<file path="src/verilog/rps_pkg.sv">
// Constants and types shared by the reset and clock sequencing block
package rps_pkg;

	// ---------------------------------------------------------------
	// Widths
	// ---------------------------------------------------------------
	localparam int unsigned BOOT_W     = 4;
	localparam int unsigned MULT_W     = 16;
	localparam int unsigned RATIO_W    = 15;
	localparam int unsigned FILT_W     = 4;

	// ---------------------------------------------------------------
	// Timing counts, in oscillator clock cycles
	// ---------------------------------------------------------------
	localparam int unsigned RST_LOW_MIN_CYC = 8;       // Warm reset recognition
	localparam int unsigned WD_PULSE_CYC    = 512;     // Watchdog reset pulse
	localparam int unsigned BUS_DELAY_CYC   = 32;      // Release timer load; bus valid one cycle later
	localparam int unsigned BOOT_HOLD_CYC   = 200;     // Strap hold after release
	localparam int unsigned LOCK_CYC        = 131072;  // PLL lock phase
	localparam int unsigned LOCK_DIV        = 2;       // Clock divide while locking

	// ---------------------------------------------------------------
	// Reset values
	// ---------------------------------------------------------------
	localparam logic [MULT_W-1:0]  PLL_MULT_RST = 16'h0004;
	localparam logic [BOOT_W-1:0]  BOOT_RST     = 4'h0;

	// ---------------------------------------------------------------
	// Sequencer states
	// ---------------------------------------------------------------
	typedef enum logic [1:0] {
		ST_HELD,
		ST_WAIT,
		ST_RUN
	} rps_state_t;

endpackage : rps_pkg

</file>
<file path="src/verilog/rps_seq.sv">
// Reset pin sequencing, boot strap capture and PLL relock sequencing
//
// Overview of operation
// - Watchdog drives reset low 512 cycles
// - Bus valid 33 cycles after reset rises
// - Sample boot straps when bus goes valid, 33 cycles after reset rises
// - Multiplier write starts lock phase at once
// - Lock phase gives oscillator clock halved
// - Lock lasts 131072 cycles, then new ratio
// - Multiplier value gives clock times half value
`timescale 1ns/10ps
module rps_seq
	import rps_pkg::*;
#(
	parameter int unsigned LOCK_CYCLES = rps_pkg::LOCK_CYC
) (
	input  wire logic                        clock_i,
	input  wire logic                        arst_n_i,
	input  wire logic                        device_reset_n_pin_i,
	output logic                             device_reset_n_pin_o,
	output logic                             device_reset_n_pin_oe_o,
	input  wire logic                        watchdog_trigger_i,
	input  wire logic [rps_pkg::BOOT_W-1:0]  boot_mode_pin_i,
	input  wire logic                        pll_multiplier_reg_wr_i,
	input  wire logic [rps_pkg::MULT_W-1:0]  pll_multiplier_reg_data_i,
	output logic                             core_reset_n_o,
	output logic                             bus_valid_o,
	output logic [rps_pkg::BOOT_W-1:0]       boot_mode_o,
	output logic                             boot_mode_valid_o,
	output logic [rps_pkg::MULT_W-1:0]       pll_multiplier_reg_o,
	output logic [rps_pkg::RATIO_W-1:0]      pll_ratio_o,
	output logic                             pll_locking_o,
	output logic                             clk_sel_pll_o,
	output logic                             system_clock_out_o
);

	import rps_pkg::*;

	localparam int unsigned LOCK_W = $clog2(LOCK_CYCLES + 1);
	localparam int unsigned WD_W   = $clog2(WD_PULSE_CYC + 1);
	localparam int unsigned REL_W  = $clog2(BUS_DELAY_CYC + 1);

	// ---------------------------------------------------------------
	// Pin synchronisers
	// ---------------------------------------------------------------
	logic              pin_s1_q;
	logic              pin_s2_q;
	logic [BOOT_W-1:0] boot_s1_q;
	logic [BOOT_W-1:0] boot_s2_q;

	// Reset pin is asynchronous to the oscillator clock
	always_ff @(posedge clock_i or negedge arst_n_i) begin
		if (!arst_n_i) begin
			pin_s1_q <= 1'b0;
			pin_s2_q <= 1'b0;
		end else begin
			pin_s1_q <= device_reset_n_pin_i;
			pin_s2_q <= pin_s1_q;
		end
	end

	// Straps are static, but still pass two flops before use
	always_ff @(posedge clock_i or negedge arst_n_i) begin
		if (!arst_n_i) begin
			boot_s1_q <= BOOT_RST;
			boot_s2_q <= BOOT_RST;
		end else begin
			boot_s1_q <= boot_mode_pin_i;
			boot_s2_q <= boot_s1_q;
		end
	end

	// ---------------------------------------------------------------
	// Low-pulse filter
	// ---------------------------------------------------------------
	logic [FILT_W-1:0] low_cnt_q;
	logic              rst_seen;

	// Shorter glitches on the pin never reach the core
	always_ff @(posedge clock_i or negedge arst_n_i) begin
		if (!arst_n_i) begin
			low_cnt_q <= '0;
		end else if (pin_s2_q) begin
			low_cnt_q <= '0;
		end else if (low_cnt_q != FILT_W'(RST_LOW_MIN_CYC)) begin
			low_cnt_q <= low_cnt_q + FILT_W'(1);
		end
	end

	assign rst_seen = !pin_s2_q && (low_cnt_q == FILT_W'(RST_LOW_MIN_CYC - 1));

	// ---------------------------------------------------------------
	// Watchdog pulse onto the open-drain reset pin
	// ---------------------------------------------------------------
	logic wd_busy;
	logic wd_start;
	logic pin_drive_q;

	// A trigger during a pulse is ignored rather than stretching it
	assign wd_start = watchdog_trigger_i && !wd_busy;

	rps_timer #(
		.WIDTH (WD_W)
	) u_wd_timer (
		.clock_i  (clock_i),
		.arst_n_i (arst_n_i),
		.start_i  (wd_start),
		.load_i   (WD_W'(WD_PULSE_CYC)),
		.busy_o   (wd_busy),
		.done_o   ()
	);

	// Open drain: only ever pulls low
	always_ff @(posedge clock_i or negedge arst_n_i) begin
		if (!arst_n_i) begin
			pin_drive_q <= 1'b0;
		end else begin
			pin_drive_q <= 1'b0;
		end
	end

	// ---------------------------------------------------------------
	// Reset sequencer
	// ---------------------------------------------------------------
	rps_state_t        state_q;
	logic              rel_start;
	logic              rel_done;
	logic              core_rst_n_q;
	logic              bus_valid_q;
	logic [BOOT_W-1:0] boot_q;
	logic              boot_valid_q;

	// Power-up begins held; the host keeps the pin low meanwhile
	assign rel_start = (state_q == ST_HELD) && pin_s2_q;

	rps_timer #(
		.WIDTH (REL_W)
	) u_rel_timer (
		.clock_i  (clock_i),
		.arst_n_i (arst_n_i),
		.start_i  (rel_start),
		.load_i   (REL_W'(BUS_DELAY_CYC)),
		.busy_o   (),
		.done_o   (rel_done)
	);

	// State register
	always_ff @(posedge clock_i or negedge arst_n_i) begin
		if (!arst_n_i) begin
			state_q <= ST_HELD;
		end else begin
			case (state_q)
				ST_HELD: begin
					if (pin_s2_q) begin
						state_q <= ST_WAIT;
					end
				end
				ST_WAIT: begin
					if (rst_seen) begin
						state_q <= ST_HELD;
					end else if (rel_done) begin
						state_q <= ST_RUN;
					end
				end
				ST_RUN: begin
					if (rst_seen) begin
						state_q <= ST_HELD;
					end
				end
				default: begin
					state_q <= ST_HELD;
				end
			endcase
		end
	end

	// Core reset follows the qualified pin level
	always_ff @(posedge clock_i or negedge arst_n_i) begin
		if (!arst_n_i) begin
			core_rst_n_q <= 1'b0;
		end else if (rst_seen) begin
			core_rst_n_q <= 1'b0;
		end else if (rel_start) begin
			core_rst_n_q <= 1'b1;
		end
	end

	// Address and data only go valid once the release delay has run
	always_ff @(posedge clock_i or negedge arst_n_i) begin
		if (!arst_n_i) begin
			bus_valid_q <= 1'b0;
		end else if (rst_seen) begin
			bus_valid_q <= 1'b0;
		end else if (state_q == ST_WAIT && rel_done) begin
			bus_valid_q <= 1'b1;
		end
	end

	// Captured well inside the host's strap hold window
	always_ff @(posedge clock_i or negedge arst_n_i) begin
		if (!arst_n_i) begin
			boot_q       <= BOOT_RST;
			boot_valid_q <= 1'b0;
		end else if (rst_seen) begin
			boot_valid_q <= 1'b0;
		end else if (state_q == ST_WAIT && rel_done) begin
			boot_q       <= boot_s2_q;
			boot_valid_q <= 1'b1;
		end
	end

	// ---------------------------------------------------------------
	// PLL relock sequencing
	// ---------------------------------------------------------------
	logic                lock_busy;
	logic                lock_done;
	logic [MULT_W-1:0]   mult_q;
	logic [RATIO_W-1:0]  ratio_q;
	logic                sel_pll_q;
	logic                half_clk_q;

	rps_timer #(
		.WIDTH (LOCK_W)
	) u_lock_timer (
		.clock_i  (clock_i),
		.arst_n_i (arst_n_i),
		.start_i  (pll_multiplier_reg_wr_i),
		.load_i   (LOCK_W'(LOCK_CYCLES)),
		.busy_o   (lock_busy),
		.done_o   (lock_done)
	);

	// The register takes the new value at once
	always_ff @(posedge clock_i or negedge arst_n_i) begin
		if (!arst_n_i) begin
			mult_q <= PLL_MULT_RST;
		end else if (pll_multiplier_reg_wr_i) begin
			mult_q <= pll_multiplier_reg_data_i;
		end
	end

	// Ratio applies only after lock so the core never sees a wild clock
	always_ff @(posedge clock_i or negedge arst_n_i) begin
		if (!arst_n_i) begin
			ratio_q <= PLL_MULT_RST[MULT_W-1:1];
		end else if (lock_done) begin
			ratio_q <= mult_q[MULT_W-1:1];
		end
	end

	// Mux select: half clock while locking, PLL output afterwards
	always_ff @(posedge clock_i or negedge arst_n_i) begin
		if (!arst_n_i) begin
			sel_pll_q <= 1'b1;
		end else if (pll_multiplier_reg_wr_i) begin
			sel_pll_q <= 1'b0;
		end else if (lock_done) begin
			sel_pll_q <= 1'b1;
		end
	end

	// Divide by two is a plain toggle; parked low outside the lock phase
	always_ff @(posedge clock_i or negedge arst_n_i) begin
		if (!arst_n_i) begin
			half_clk_q <= 1'b0;
		end else if (!lock_busy) begin
			half_clk_q <= 1'b0;
		end else begin
			half_clk_q <= ~half_clk_q;
		end
	end

	// ---------------------------------------------------------------
	// Outputs
	// ---------------------------------------------------------------
	assign device_reset_n_pin_o    = pin_drive_q;
	assign device_reset_n_pin_oe_o = wd_busy;
	assign core_reset_n_o          = core_rst_n_q;
	assign bus_valid_o             = bus_valid_q;
	assign boot_mode_o             = boot_q;
	assign boot_mode_valid_o       = boot_valid_q;
	assign pll_multiplier_reg_o    = mult_q;
	assign pll_ratio_o             = ratio_q;
	assign pll_locking_o           = lock_busy;
	assign clk_sel_pll_o           = sel_pll_q;
	assign system_clock_out_o      = half_clk_q;

endmodule : rps_seq

</file>
<file path="src/verilog/rps_timer.sv">
// One-shot down-counter giving a busy window and an end pulse
`timescale 1ns/10ps
module rps_timer #(
	parameter int unsigned WIDTH = 10
) (
	input  wire logic             clock_i,
	input  wire logic             arst_n_i,
	input  wire logic             start_i,
	input  wire logic [WIDTH-1:0] load_i,
	output logic                  busy_o,
	output logic                  done_o
);

	logic [WIDTH-1:0] count_q;
	logic             busy_q;
	logic             done_q;

	// ---------------------------------------------------------------
	// Counter; a start while running reloads the full length
	// ---------------------------------------------------------------
	always_ff @(posedge clock_i or negedge arst_n_i) begin
		if (!arst_n_i) begin
			count_q <= '0;
		end else if (start_i) begin
			count_q <= load_i;
		end else if (count_q != '0) begin
			count_q <= count_q - WIDTH'(1);
		end
	end

	// Busy covers exactly load_i cycles from the start edge
	always_ff @(posedge clock_i or negedge arst_n_i) begin
		if (!arst_n_i) begin
			busy_q <= 1'b0;
		end else begin
			busy_q <= start_i | (count_q > WIDTH'(1));
		end
	end

	// One-cycle pulse when the count runs out
	always_ff @(posedge clock_i or negedge arst_n_i) begin
		if (!arst_n_i) begin
			done_q <= 1'b0;
		end else begin
			done_q <= !start_i && (count_q == WIDTH'(1));
		end
	end

	assign busy_o = busy_q;
	assign done_o = done_q;

endmodule : rps_timer
</file>
<file path="config.mk">
export PLATFORM = sky130hd
export DESIGN_NAME = rps_seq
export DESIGN_NICKNAME = d
export VERILOG_FILES = /design/src/verilog/rps_pkg.sv /design/src/verilog/rps_seq.sv /design/src/verilog/rps_timer.sv
export SDC_FILE = /design/constraint.sdc
export NUM_CORES = 1
export LEC_CHECK = 0
export ABC_AREA = 1
export BUFFER_PORTS_ARGS = -buffer_cell sky130_fd_sc_hd__buf_4
export CORE_MARGIN = 5
export CORE_UTILIZATION = 60
export CTS_CLUSTER_SIZE = 12
export DETAILED_ROUTE_END_ITERATION = 16
export GPL_TIMING_DRIVEN = 0
export HOLD_SLACK_MARGIN = 0.06
export PLACE_DENSITY_LB_ADDON = 0.2
export SKIP_LAST_GASP = 1
export SYNTH_ARGS = -nofsm -noshare
export SYNTH_HDL_FRONTEND = slang
export SYNTH_SLANG_ARGS = --single-unit
export TNS_END_PERCENT = 1
</file>
<file path="constraint.sdc">
create_clock -name clock_i -period 4.3 [get_ports clock_i]
set_input_delay 0.645 -clock clock_i [delete_from_list [all_inputs] [get_ports clock_i]]
set_output_delay 0.645 -clock clock_i [all_outputs]
set_load 0.01 [all_outputs]
</file>
== Yosys cells after proc, flatten, opt, wreduce, memory -nomap -nowiden ==
Cells that the tools add are included.

* Bits in latches: 0
* RAM bits: 0
* Register bits after elaboration: 93
* Bits in read-only memories: 0
* Memories kept: 0
* Logic and storage cells: 82
* Bits of input ports: 25

* Bitwise operators: 4
* Multipliers: 0
* Equality and inequality tests: 9
* $add $sub $neg: 4
* Magnitude comparators: 2
* Reductions and logical operators: 23
* Div/mod/pow operators: 0
* Mux-type cells: 20
* Shift-type cells: 0

{| class="wikitable"
|+ Operator list
! operator !! number
|-
| 2-to-1 mux 18 bit || 2
|-
| 2-to-1 mux 10 bit || 2
|-
| equality test 18 x 1 -> 1 bit, second input constant || 1
|-
| greater-than comparator 18 x 1 -> 1 bit, second input constant || 1
|-
| nonzero test 18 bit || 1
|-
| subtractor 18 x 1 -> 18 bit, second input constant || 1
|-
| nonzero test 2 bit || 7
|-
| 2-to-1 mux 6 bit || 2
|-
| greater-than comparator 10 x 1 -> 1 bit, second input constant || 1
|-
| nonzero test 10 bit || 1
|-
| subtractor 10 x 1 -> 10 bit, second input constant || 1
|-
| 2-to-1 mux 2 bit || 4
|-
| 2-to-1 mux 4 bit || 2
|-
| 2-to-1 mux 1 bit || 7
|-
| equality test 6 x 1 -> 1 bit, second input constant || 1
|-
| logical AND 1 bit || 6
|-
| one-hot mux 2 bit (3 select lines) || 1
|-
| nonzero test 6 bit || 1
|-
| subtractor 6 x 1 -> 6 bit, second input constant || 1
|-
| adder 4 x 1 -> 4 bit, second input constant || 1
|-
| equality test 4 x 3 -> 1 bit, second input constant || 1
|-
| logical NOT 1 bit || 4
|-
| inequality test 2 bit, second input constant || 2
|-
| inequality test 4 bit, second input constant || 1
|-
| 8 further kinds || 10
|}

== Logic depth before layout (Yosys ltp) ==
Gate-level depths: netlist (run 1).

* Word-level depth: 4
* Mapped depth: 8
* Depth with buffers taken out: 8

== Hierarchy ==
A second synthesis (run 1) with hierarchy kept.

* Cells, all modules: 558
* Area total of the unflattened synthesis: 4698.3 um^2

{| class="wikitable"
|+ Modules (own cells, without submodules)
! module !! area an instance (um^2) !! instances !! seq. area each (um^2) !! cells an instance
|-
| rps_seq || 2067.0 || 1 || 1380.1 || 203
|-
| rps_timer at u_lock_timer || 1313.8 || 1 || 500.5 || 181
|-
| rps_timer at u_wd_timer || 810.8 || 1 || 300.3 || 105
|-
| rps_timer at u_rel_timer || 506.7 || 1 || 200.2 || 69
|}

== Worst setup path after synthesis (run 1) ==
Ideal clock, no wire load.

* Kind: reg2reg
* From: register u_lock_timer.count_q[0]
* To: register u_lock_timer.count_q[1]
* Path buffers: 0
* Period minus slack after synthesis: 1.424 ns
* Data arrival time: 1.341 ns
* Stages on the path, launching flop included: 9
* Setup slack: 2.876 ns
* Data required time: 4.217 ns
* Setup time: 0.083 ns
* Cell sequence: dfrtp_1 -> inv_1 -> ha_1 -> nand2_2 -> nor2_4 -> nand3_4 -> nor2_8 -> nand2_1 -> o21ai_0

* Word-level cells in the longest chain between the ends: 3

{| class="wikitable"
|+ RTL lines
! item !! RTL line !! text
|-
| from (decl) || rps_timer.sv:14 || <nowiki>logic [WIDTH-1:0] count_q;</nowiki>
|-
| from (signal assigned) || rps_timer.sv:25 || <nowiki>count_q <= load_i;</nowiki>
|-
| from (signal assigned) || rps_timer.sv:27 || <nowiki>count_q <= count_q - WIDTH'(1);</nowiki>
|-
| subtractor 18 x 1 -> 18 bit || rps_timer.sv:27 ||
|-
| 2-to-1 mux 18 bit || rps_timer.sv:26 || <nowiki>end else if (count_q != '0) begin</nowiki>
|-
| 2-to-1 mux 18 bit || rps_timer.sv:24 || <nowiki>end else if (start_i) begin</nowiki>
|}

Several ways; a longest one is shown, not always the timed one. The select of a mux whose other input is x is not followed.
A chain may end at the register's enable or synchronous reset.

== Worst setup path in the final report (run 1) ==
* From: register u_lock_timer.count_q[0]
* To: register u_lock_timer.count_q[0]

Same word-level chain as after synthesis.

==> results of run 1 <==
[per-stage QoR]
| stage | hold WS [ns] | power (mW) | utilization, % |
|---|---|---|---|
| 2_1_floorplan | 0.331 | 1.65 | - |
| 3_3_place_gp | 0.333 | 1.86 | 69.8 |
| 3_5_place_dp | 0.336 | 1.90 | 69.8 |
| 4_1_cts | 0.357 | 2.59 | 73.4 |
| 5_1_grt | 0.368 | 2.75 | 73.4 |
| 6_report | 0.355 | 2.58 | 73.4 |
[report_power, final]
group          total [mW]  switching, mW  internal, mW
sequential           1.18          0.133          1.04
combinational       0.717          0.422         0.295
clock               0.683          0.316         0.366
total                2.58          0.872          1.70
[cells by family after synthesis]
group / after synthesis / synth area share [%]
compound gates: 49 / 6.26
xor+xnor: 6 / 1.28
fa+ha+maj: 9 / 2.73
buf+inv: 73 / 6.98
flops: 93 / 56.6
other cells: 1 / 0.0910
simple gates: 243 / 26.1
[path summary, 6_finish.rpt]
path	start	end	slack, ns
min reg2reg	boot_s1_q[0]	boot_s2_q[0]	0.36
min in group asynchronous	arst_n_i	boot_mode_o[1]	0.48
max in group asynchronous	arst_n_i	u_lock_timer.count_q[16]	3.11
min	boot_s1_q[0]	boot_s2_q[0]	0.36
max reg2reg	u_lock_timer.count_q[0]	u_lock_timer.count_q[0]	2.60
max	u_lock_timer.count_q[0]	u_lock_timer.count_q[0]	2.60
[cell usage in the layout (no fill, tap or decap)]
| cell type | synthesis | routed |
|---|---|---|
| nand2_1 | 123 | 123 |
| dfrtp_1 | 90 | 90 |
| buf_4 | 3 | 69 |
| inv_1 | 63 | 63 |
| nor2_1 | 55 | 55 |
| o21ai_0 | 38 | 38 |
| nand3_1 | 31 | 31 |
| clkbuf_8 | 0 | 11 |
| nand4_1 | 9 | 9 |
| ha_1 | 9 | 9 |
| nor3_1 | 6 | 6 |
| a21oi_1 | 6 | 6 |
| nor2_2 | 5 | 5 |
| clkbuf_1 | 5 | 5 |
| xor2_1 | 4 | 4 |
| or2_2 | 4 | 4 |
| dfstp_2 | 3 | 3 |
| nand2_2 | 2 | 2 |
| nor3b_1 | 2 | 2 |
| buf_2 | 2 | 2 |
| xnor2_1 | 2 | 2 |
| bufinv_16 | 0 | 2 |
| nor2_4 | 1 | 1 |
| nor3_2 | 1 | 1 |
| o2111ai_1 | 1 | 1 |
| nand3_4 | 1 | 1 |
| nor2_8 | 1 | 1 |
| o21bai_1 | 1 | 1 |
| nand3_2 | 1 | 1 |
| nand4_2 | 1 | 1 |
| o31ai_1 | 1 | 1 |
| a31oi_1 | 1 | 1 |
| a211oi_1 | 1 | 1 |
| conb_1 | 1 | 1 |
| inv_8 | 0 | 1 |
| inv_6 | 0 | 1 |
| clkinv_4 | 0 | 1 |
[sequential cells by signal, indices dropped and copies added (netlist names), 2 cells and up]
| name | flops |
|---|---|
| boot_mode_o | 4 |
| boot_s1_q | 4 |
| boot_s2_q | 4 |
| low_cnt_q | 4 |
| pll_multiplier_reg_o | 16 |
| pll_ratio_o | 15 |
| state_q | 2 |
| u_lock_timer.count_q | 18 |
| u_rel_timer.count_q | 6 |
| u_wd_timer.count_q | 10 |
[layout make-up]
type / count / area, sq um
Sequential cell: 93 / 2330
Fill cell: 527 / 1800
Multi-Input combinational cell: 308 / 1500
Timing Repair Buffer: 66 / 495
Inverter: 63 / 236
Clock buffer: 11 / 151
Tap cell: 80 / 100
Clock inverter: 5 / 88.8
Buffer: 10 / 51.3
[layer usage]
layer | vias to the layer above | track usage (%) | wire length (um)
li1 | 1639 | - | -
met1 | 1613 | 27.4 | 3760
met3 | 19 | 4.47 | 308
met4 | 0 | 9.52 | 209
met2 | 65 | 34.7 | 4350
met5 | - | 0 | 0
==> flow_summary.json, run 1 <==
{
  "grt_pass1_wl_um": 14600,
  "antenna_found_initial": 0,
  "cts.reportedPaths.clkPinSlew_ns": 0.09,
  "max_freq_ghz": 0.589,
  "syn_area_per_cell_sq_um": 8.69,
  "fin_nets": 585,
  "drc": 0,
  "place.gp.congestion": 0.852,
  "arrival_ns": 1.97,
  "status": "complete, no violations",
  "tightest_slew_ns": 1.11,
  "path_depth": 8,
  "num_io_pins": 68,
  "final-setup-viol-count": 0,
  "fin_cells": 636,
  "clock-sinks": 93,
  "grt_remaining_overflow": 0,
  "fin_skew_ns": 0.00670,
  "rsz0062_at_grt": "false",
  "cp_cell_sequence": "inv_1, ha_1, nand2_2, nor2_4, nand3_4, nor2_8, nand2_1, o21ai_0",
  "setup_slack_ns": 2.60,
  "grt_max_degree": 94,
  "postCtsSetupBuffers": 0,
  "dieHeight_um": 92.9,
  "synthDistinctLibCells": 32,
  "vias_per_cell": 5.25,
  "start_util_pct": 61.0,
  "first_pass_iters": 5,
  "ctsHoldBuffers": 0,
  "synth_top_area_cell": "dfrtp_1",
  "tns_ns": 0,
  "cts_buffer_depth": 2,
  "synth_area_leaders": "dfrtp_1, nand2_1, inv_1",
  "cellPowerDensity_mw_per_mm2": 520,
  "reg2reg_depth": 8,
  "core_area_sq_mm": 0.00676,
  "clock-root-buffer": "clkbuf_8",
  "ys_top_cells_by_count": "nand2_1, dfrtp_1, inv_1",
  "final_hold_viol_count": 0,
  "dp_slack_ns": 2.63,
  "n_antenna_cell": 0,
  "leakagePower_nw": 2.64,
  "crit_fanout": 10,
  "min_period_ns": 1.70,
  "start_kind": "flip-flop",
  "yosysSeqAreaShare_pct": 56.6,
  "syn-instance-count": 474,
  "hold_path_class": "reg -> reg",
  "ant_nets": 0,
  "areaGrowthSynthToFinish_pct": 20.3,
  "yosys_warnings": 0,
  "ir_worst_vdd_mv": 0.317,
  "h-tree-depth": 3,
  "synth_nets": 508,
  "placed_cell_area_sq_mm": 0.00472,
  "rows": 30,
  "cp_top_family": "simple AND/OR/NAND/NOR gates",
  "cts_resized": 0,
  "stdcell_area_sq_mm": 0.00496,
  "portBuffers": 66,
  "slowest_delay_ns": 0.41,
  "synth.top_cell.area_share_pct": 54.7,
  "synth_ff_type": "dfrtp_1",
  "finalWirelength_um": 8630,
  "drt_iter0_drc": 147,
  "first_global_vias": 3203,
  "drv_cap": 0,
  "grt.total_usage_pct": 21.3,
  "wl_per_cell_um": 13.6,
  "slew_headroom_pct": 26.1,
  "synth_most_common_cell": "nand2_1",
  "crit_slowest_cell": "dfrtp_1",
  "drive_gt1_share_pct": 19.2,
  "die_w_um": 92.9,
  "cp_num_buf_inv": 1,
  "synth_area_sq_mm": 0.00412,
  "synth_edf_count": 0,
  "die-area_sq_mm": 0.00862,
  "routed-via-count": 3336,
  "synthArstFlopShare_pct": 100,
  "crit_type": "reg -> reg",
  "cts_tree": "done",
  "crit_required_ns": 4.58,
  "holdPathStages": 0,
  "end_kind": "flip-flop",
  "finalCritPeriodShare_pct": 39.5,
  "clock_latency_ns": 0.36,
  "numCtsBuffers": 9,
  "place_hpwl_um": 6110,
  "placed_cells": 620,
  "ys_seq_elements": 93,
  "maxSlewViolCount": 0
}
No activity file was read; power rests on OpenSTA's default activity.
==> run 2, diff against run 1 <==
--- a/config.mk
+++ b/config.mk
@@ -8,7 +8,7 @@
 export ABC_AREA = 1
 export BUFFER_PORTS_ARGS = -buffer_cell sky130_fd_sc_hd__buf_4
 export CORE_MARGIN = 5
-export CORE_UTILIZATION = 60
+export CORE_UTILIZATION = 50
 export CTS_CLUSTER_SIZE = 12
 export DETAILED_ROUTE_END_ITERATION = 16
 export GPL_TIMING_DRIVEN = 0
==> constraint.sdc (replaced) <==
create_clock -name clock_i -period 1.5 [get_ports clock_i]
set_input_delay 0.225 -clock clock_i [delete_from_list [all_inputs] [get_ports clock_i]]
set_output_delay 0.225 -clock clock_i [all_outputs]
set_load 0.01 [all_outputs]
==> run 2 against run 1 <==
Effect of this change: utilization shrank 10 points; cell area grew 3.9%; non-clock buffer count grew 17; power grew to 2.8 times the previous value; routed wire length grew 1.6%; via count grew 1.1%; sequential share of layout area shrank 1.8 points; combinational power grew to 3.0 times the previous value.
==> flow_summary.json, run 2 (synthesis results as in run 1) <==
{
  "core_area_sq_mm": 0.00813,
  "end_kind": "flip-flop",
  "pwr-share-comb_pct": 30.2,
  "crit_fanout": 4,
  "drive_gt1_share_pct": 20.7,
  "grt_pass1_wl_um": 15000,
  "leakagePower_nw": 2.68,
  "finalWirelength_um": 8770,
  "h-tree-depth": 3,
  "grt_max_degree": 94,
  "slew_headroom_pct": 24.1,
  "multi_input_area_sq_mm": 0.00157,
  "areaGrowthSynthToFinish_pct": 25.0,
  "start_kind": "flip-flop",
  "finalCritPeriodShare_pct": 98.9,
  "final_hold_viol_count": 0,
  "cts_buffer_depth": 2,
  "tns_ns": 0,
  "crit_type": "reg -> reg",
  "ant_nets": 0,
  "drt_iter0_drc": 122,
  "seq_area_sq_mm": 0.00233,
  "arrival_ns": 1.71,
  "nFillCells": 724,
  "crit_required_ns": 1.73,
  "rsz0062_at_grt": "true",
  "num_io_pins": 68,
  "status": "complete, no violations",
  "min_period_ns": 1.48,
  "vias_per_cell": 4.96,
  "clock-sinks": 93,
  "power_frac_seq_pct": 47.5,
  "swShare_pct": 35.5,
  "max_freq_ghz": 0.674,
  "place.gp.congestion": 0.815,
  "hold_path_class": "in -> async",
  "routed-via-count": 3372,
  "layout_commonest_cell": "nand2_1",
  "maxSlewViolCount": 0,
  "ff2ff_setup_slack_ns": 0.02,
  "wl_per_cell_um": 12.9,
  "ir_worst_vdd_mv": 0.490,
  "n_antenna_cell": 0,
  "r2r_end": "u_lock_timer.busy_o",
  "place_hpwl_um": 6140,
  "dieHeight_um": 101,
  "final_cell_mix": "nand2_1, dfrtp_1, buf_4",
  "antenna_found_initial": 0,
  "cts.reportedPaths.clkPinSlew_ns": 0.10,
  "tightest_slew_ns": 1.14,
  "drv_cap": 0,
  "max_flop_register": "u_lock_timer.count_q",
  "start_util_pct": 50.7,
  "drc": 0,
  "first_pass_iters": 5,
  "grt.total_usage_pct": 18.6,
  "clockPowerShare_pct": 22.2,
  "intPower_mw": 4.57,
  "fin_nets": 604,
  "reg2reg_depth": 5,
  "clock-root-buffer": "clkbuf_8",
  "clock_latency_ns": 0.36,
  "grt_remaining_overflow": 0,
  "final-setup-viol-count": 0,
  "rows": 33,
  "die_w_um": 101,
  "cellPowerDensity_mw_per_mm2": 1380,
  "portBuffers": 66,
  "cts_tree": "done",
  "r2r_start": "u_lock_timer.count_q[11]",
  "die-area_sq_mm": 0.0102,
  "largest_reg_flops": 18,
  "fin_skew_ns": 0.0157,
  "utilization_pct": 63.3,
  "p_switching_mw": 2.52,
  "numCtsBuffers": 9,
  "first_global_vias": 3250
}
run 2: cell count changes in the layout (fill, tap and decap cells not counted), sizes merged:
cell / delta
nand3: +1
clkinvlp: +1
bufinv: -2
dlygate4sd3: +11
inv: +1
buf: +6
nor2: +1
run 2: power by group through the flow:
stage / clock network (mW) / registers, mW / logic, mW
after floorplan: 0 / 3.40 / 1.33
after global placement: 0 / 3.39 / 1.98
after detailed placement: 0 / 3.40 / 2.04
after CTS: 1.62 / 3.36 / 2.14
after global routing: 1.73 / 3.44 / 2.47
final: 1.58 / 3.37 / 2.14
run 2: how the worst max path moves through the flow:
| stage | slack [ns] | cells after the start | start | to |
|---|---|---|---|---|
| floorplan | 0.08 | 8 | u_lock_timer.count_q[0] | u_lock_timer.count_q[1] |
| global placement | -0.15 | 8 | u_lock_timer.count_q[0] | u_lock_timer.count_q[0] |
| detailed placement | -0.16 | 8 | u_lock_timer.count_q[0] | u_lock_timer.count_q[1] |
| CTS | -0.01 | 7 | u_lock_timer.count_q[4] | u_lock_timer.count_q[17] |
| global route | -0.09 | 8 | u_lock_timer.count_q[1] | u_lock_timer.count_q[0] |
| finish | 0.02 | 5 | u_lock_timer.count_q[11] | u_lock_timer.busy_o |
run 2: per-stage QoR:
stage | std cells | area [sq um] | power [mW] | hold slack (ns) | worst slack (ns)
floorplan | 474 | 4120 | 4.73 | -0.0706 | 0.0761
global placement | 645 | 4750 | 5.36 | 0.333 | -0.149
detailed placement | 645 | 4750 | 5.44 | 0.336 | -0.161
CTS | 677 | 5090 | 7.12 | 0.0604 | -0.00996
global route | 680 | 5150 | 7.63 | 0.0736 | -0.0866
finish | 680 | 5150 | 7.08 | 0.0398 | 0.0168
run 2: routing by layer:
| metal | routed length [um] | global-route usage [%] |
|---|---|---|
| met4 | 185 | 8.39 |
| met1 | 3820 | 23.9 |
| met2 | 4450 | 31.5 |
| met3 | 316 | 2.35 |
| met5 | 0 | 0 |
run 2: repair_timing:
item / 4_1_cts / 5_1_grt
endpoints found under the setup margin: 23 / 37
cloned: 2 / 0
pin swaps: 2 / 4
endpoints found under the hold margin: 11 / 0
gates resized for setup: 3 / 7
hold buffers: 11 / 0
buffers inserted: 3 / 3
run 2: critical path, stage by stage (launching register included):
cell and delay, ns:
dfrtp_1 0.42, nor2_1 0.17, nand2_1 0.13, nor2_4 0.17, nor3b_1 0.36, nor2_1 0.11
run 2: cell type report:
class | count | share of cell area (%)
Clock buffer | 11 | 2.75
Multi-Input combinational cell | 310 | 30.4
Buffer | 10 | 0.996
Clock inverter | 5 | 0.802
Timing Repair Buffer | 83 | 12.6
Inverter | 63 | 4.59
Tap cell | 105 | 2.55
Sequential cell | 93 | 45.3
==> run 3, diff against run 2 <==
--- a/config.mk
+++ b/config.mk
@@ -13,6 +13,7 @@
 export DETAILED_ROUTE_END_ITERATION = 16
 export GPL_TIMING_DRIVEN = 0
 export HOLD_SLACK_MARGIN = 0.06
+export MAX_ROUTING_LAYER = met4
 export PLACE_DENSITY_LB_ADDON = 0.2
 export SKIP_LAST_GASP = 1
 export SYNTH_ARGS = -nofsm -noshare
==> run 3 against run 2 <==
Effect of this change: clock power hardly changed; routed wire length is 0.14% lower; non-clock buffer count is 3 lower; power is 0.13% higher; final cell count is 0.44% lower; critical path type unchanged.
==> flow_summary.json, run 3 (synthesis results as in run 1) <==
{
  "power_frac_seq_pct": 47.4,
  "first_global_vias": 3231,
  "intPower_mw": 4.57,
  "place_hpwl_um": 6140,
  "dieHeight_um": 101,
  "tns_ns": 0,
  "clock-root-buffer": "clkbuf_8",
  "crit_top_cell": "nor2_1",
  "antenna_found_initial": 0,
  "cellPowerDensity_mw_per_mm2": 1380,
  "die-area_sq_mm": 0.0102,
  "cp_num_buf_inv": 0,
  "cp_cell_sequence": "nor2_1, nand2_1, nor2_4, nor3b_1, nor2_1",
  "end_kind": "flip-flop",
  "wl_per_cell_um": 12.9,
  "die_w_um": 101,
  "start_util_pct": 50.7,
  "swShare_pct": 35.6,
  "drt_iter0_drc": 135,
  "num_io_pins": 68,
  "first_pass_iters": 4,
  "grt_pass1_wl_um": 15000,
  "final_hold_viol_count": 0,
  "ant_nets": 0,
  "n_antenna_cell": 0,
  "portBuffers": 66,
  "hold_slack_ns": 0.0596,
  "vias_per_cell": 4.92,
  "fin_cells": 677,
  "layout_commonest_cell": "nand2_1",
  "areaGrowthSynthToFinish_pct": 24.6,
  "fin_skew_ns": 0.0155,
  "core_area_sq_mm": 0.00813,
  "clock-sinks": 93,
  "cts.reportedPaths.clkPinSlew_ns": 0.10,
  "drc": 0,
  "multi_input_area_sq_mm": 0.00157,
  "finalCritPeriodShare_pct": 97.8,
  "maxSlewViolCount": 0,
  "final-setup-viol-count": 0,
  "crit_type": "reg -> reg",
  "cts_buffer_depth": 2,
  "largest_reg_flops": 18,
  "cts_tree": "done",
  "seq_area_sq_mm": 0.00233,
  "routed-via-count": 3332,
  "clock_latency_ns": 0.36,
  "ir_worst_vdd_mv": 0.501,
  "hold_path_class": "in -> async",
  "drv_cap": 0,
  "grt_max_degree": 94,
  "finalWirelength_um": 8760,
  "max_freq_ghz": 0.682,
  "status": "complete, no violations",
  "h-tree-depth": 3,
  "leakagePower_nw": 2.67,
  "pwr-share-comb_pct": 30.2,
  "placed_cells": 645,
  "grt.total_usage_pct": 19.3,
  "crit_fanout": 4,
  "p_switching_mw": 2.53,
  "rsz0062_at_grt": "true",
  "crit_required_ns": 1.73,
  "numCtsBuffers": 9,
  "drive_gt1_share_pct": 20.6,
  "rows": 33,
  "arrival_ns": 1.70,
  "fin_nets": 601,
  "cp_top_family": "simple AND/OR/NAND/NOR gates",
  "crit_slowest_cell": "dfrtp_1",
  "slowest_delay_ns": 0.42,
  "nFillCells": 721,
  "grt_remaining_overflow": 0,
  "clockPowerShare_pct": 22.4,
  "start_kind": "flip-flop",
  "final_cell_mix": "nand2_1, dfrtp_1, buf_4",
  "tightest_slew_ns": 1.13,
  "max_flop_register": "u_lock_timer.count_q",
  "place.gp.congestion": 0.827,
  "slew_headroom_pct": 24.6,
  "min_period_ns": 1.47
}
==> run 3: worst register-to-register path, delay by kind of cell (launching register included) <==
kind / cells / cell delay (ns)
simple gates: 5 / 0.93
flops: 1 / 0.42
==> run 3: metal layers <==
layer  global-route usage (%)  up-vias  share of wire (%)
li1                         -     1678                  -
met1                     24.2     1582                 44
met2                     31.4       58                 51
met3                     2.56       14                3.4
met4                     8.39        0                2.0
met5                        -        -                  0
==> run 3: area by class of cell <==
class | instances | share of cell area [%]
Tap cell | 105 | 2.56
Buffer | 10 | 0.999
Timing Repair Buffer | 80 | 12.2
Clock buffer | 11 | 2.75
Multi-Input combinational cell | 310 | 30.7
Inverter | 63 | 4.61
Sequential cell | 93 | 45.4
Clock inverter | 5 | 0.804
==> run 3: power by group through the flow <==
stage,clock network [mW],logic [mW],registers [mW]
floorplan,0,1.33,3.40
detailed placement,0,2.04,3.40
CTS,1.62,2.14,3.36
global route,1.73,2.47,3.44
global placement,0,1.98,3.39
finish,1.59,2.14,3.36
==> run 3: worst paths after layout <==
check | endpoint | cells past startpoint | from | slack (ns)
max | u_lock_timer.busy_o | 5 | u_lock_timer.count_q[11] | 0.03
min | low_cnt_q[0] | 1 | arst_n_i | 0.06
max reg2reg | u_lock_timer.busy_o | 5 | u_lock_timer.count_q[11] | 0.03
min reg2reg | boot_s2_q[0] | 0 | boot_s1_q[0] | 0.36
max in group asynchronous | u_lock_timer.count_q[11] | 1 | arst_n_i | 0.69
min in group clock_i | pll_multiplier_reg_o[15] | 3 | pll_multiplier_reg_data_i[15] | 0.07
==> run 3: repair_timing <==
| action | in CTS | in global routing |
|---|---|---|
| pin swaps | 2 | 3 |
| cloned | 2 | 0 |
| setup buffers | 3 | 0 |
| hold buffers | 11 | 0 |
| hold endpoints to repair | 11 | 0 |
| setup endpoints to repair | 23 | 37 |
| resized for setup | 3 | 10 |
==> run 3: through the flow <==
step / power, mW / utilization [%] / setup WS, ns / cell area, sq um
finish: 7.09 / 63.1 / 0.0328 / 5130
detailed placement: 5.44 / 58.4 / -0.161 / 4750
CTS: 7.12 / 62.6 / -0.00996 / 5090
global placement: 5.36 / 58.4 / -0.149 / 4750
global route: 7.64 / 63.1 / -0.0780 / 5130
floorplan: 4.73 / - / 0.0761 / 4120
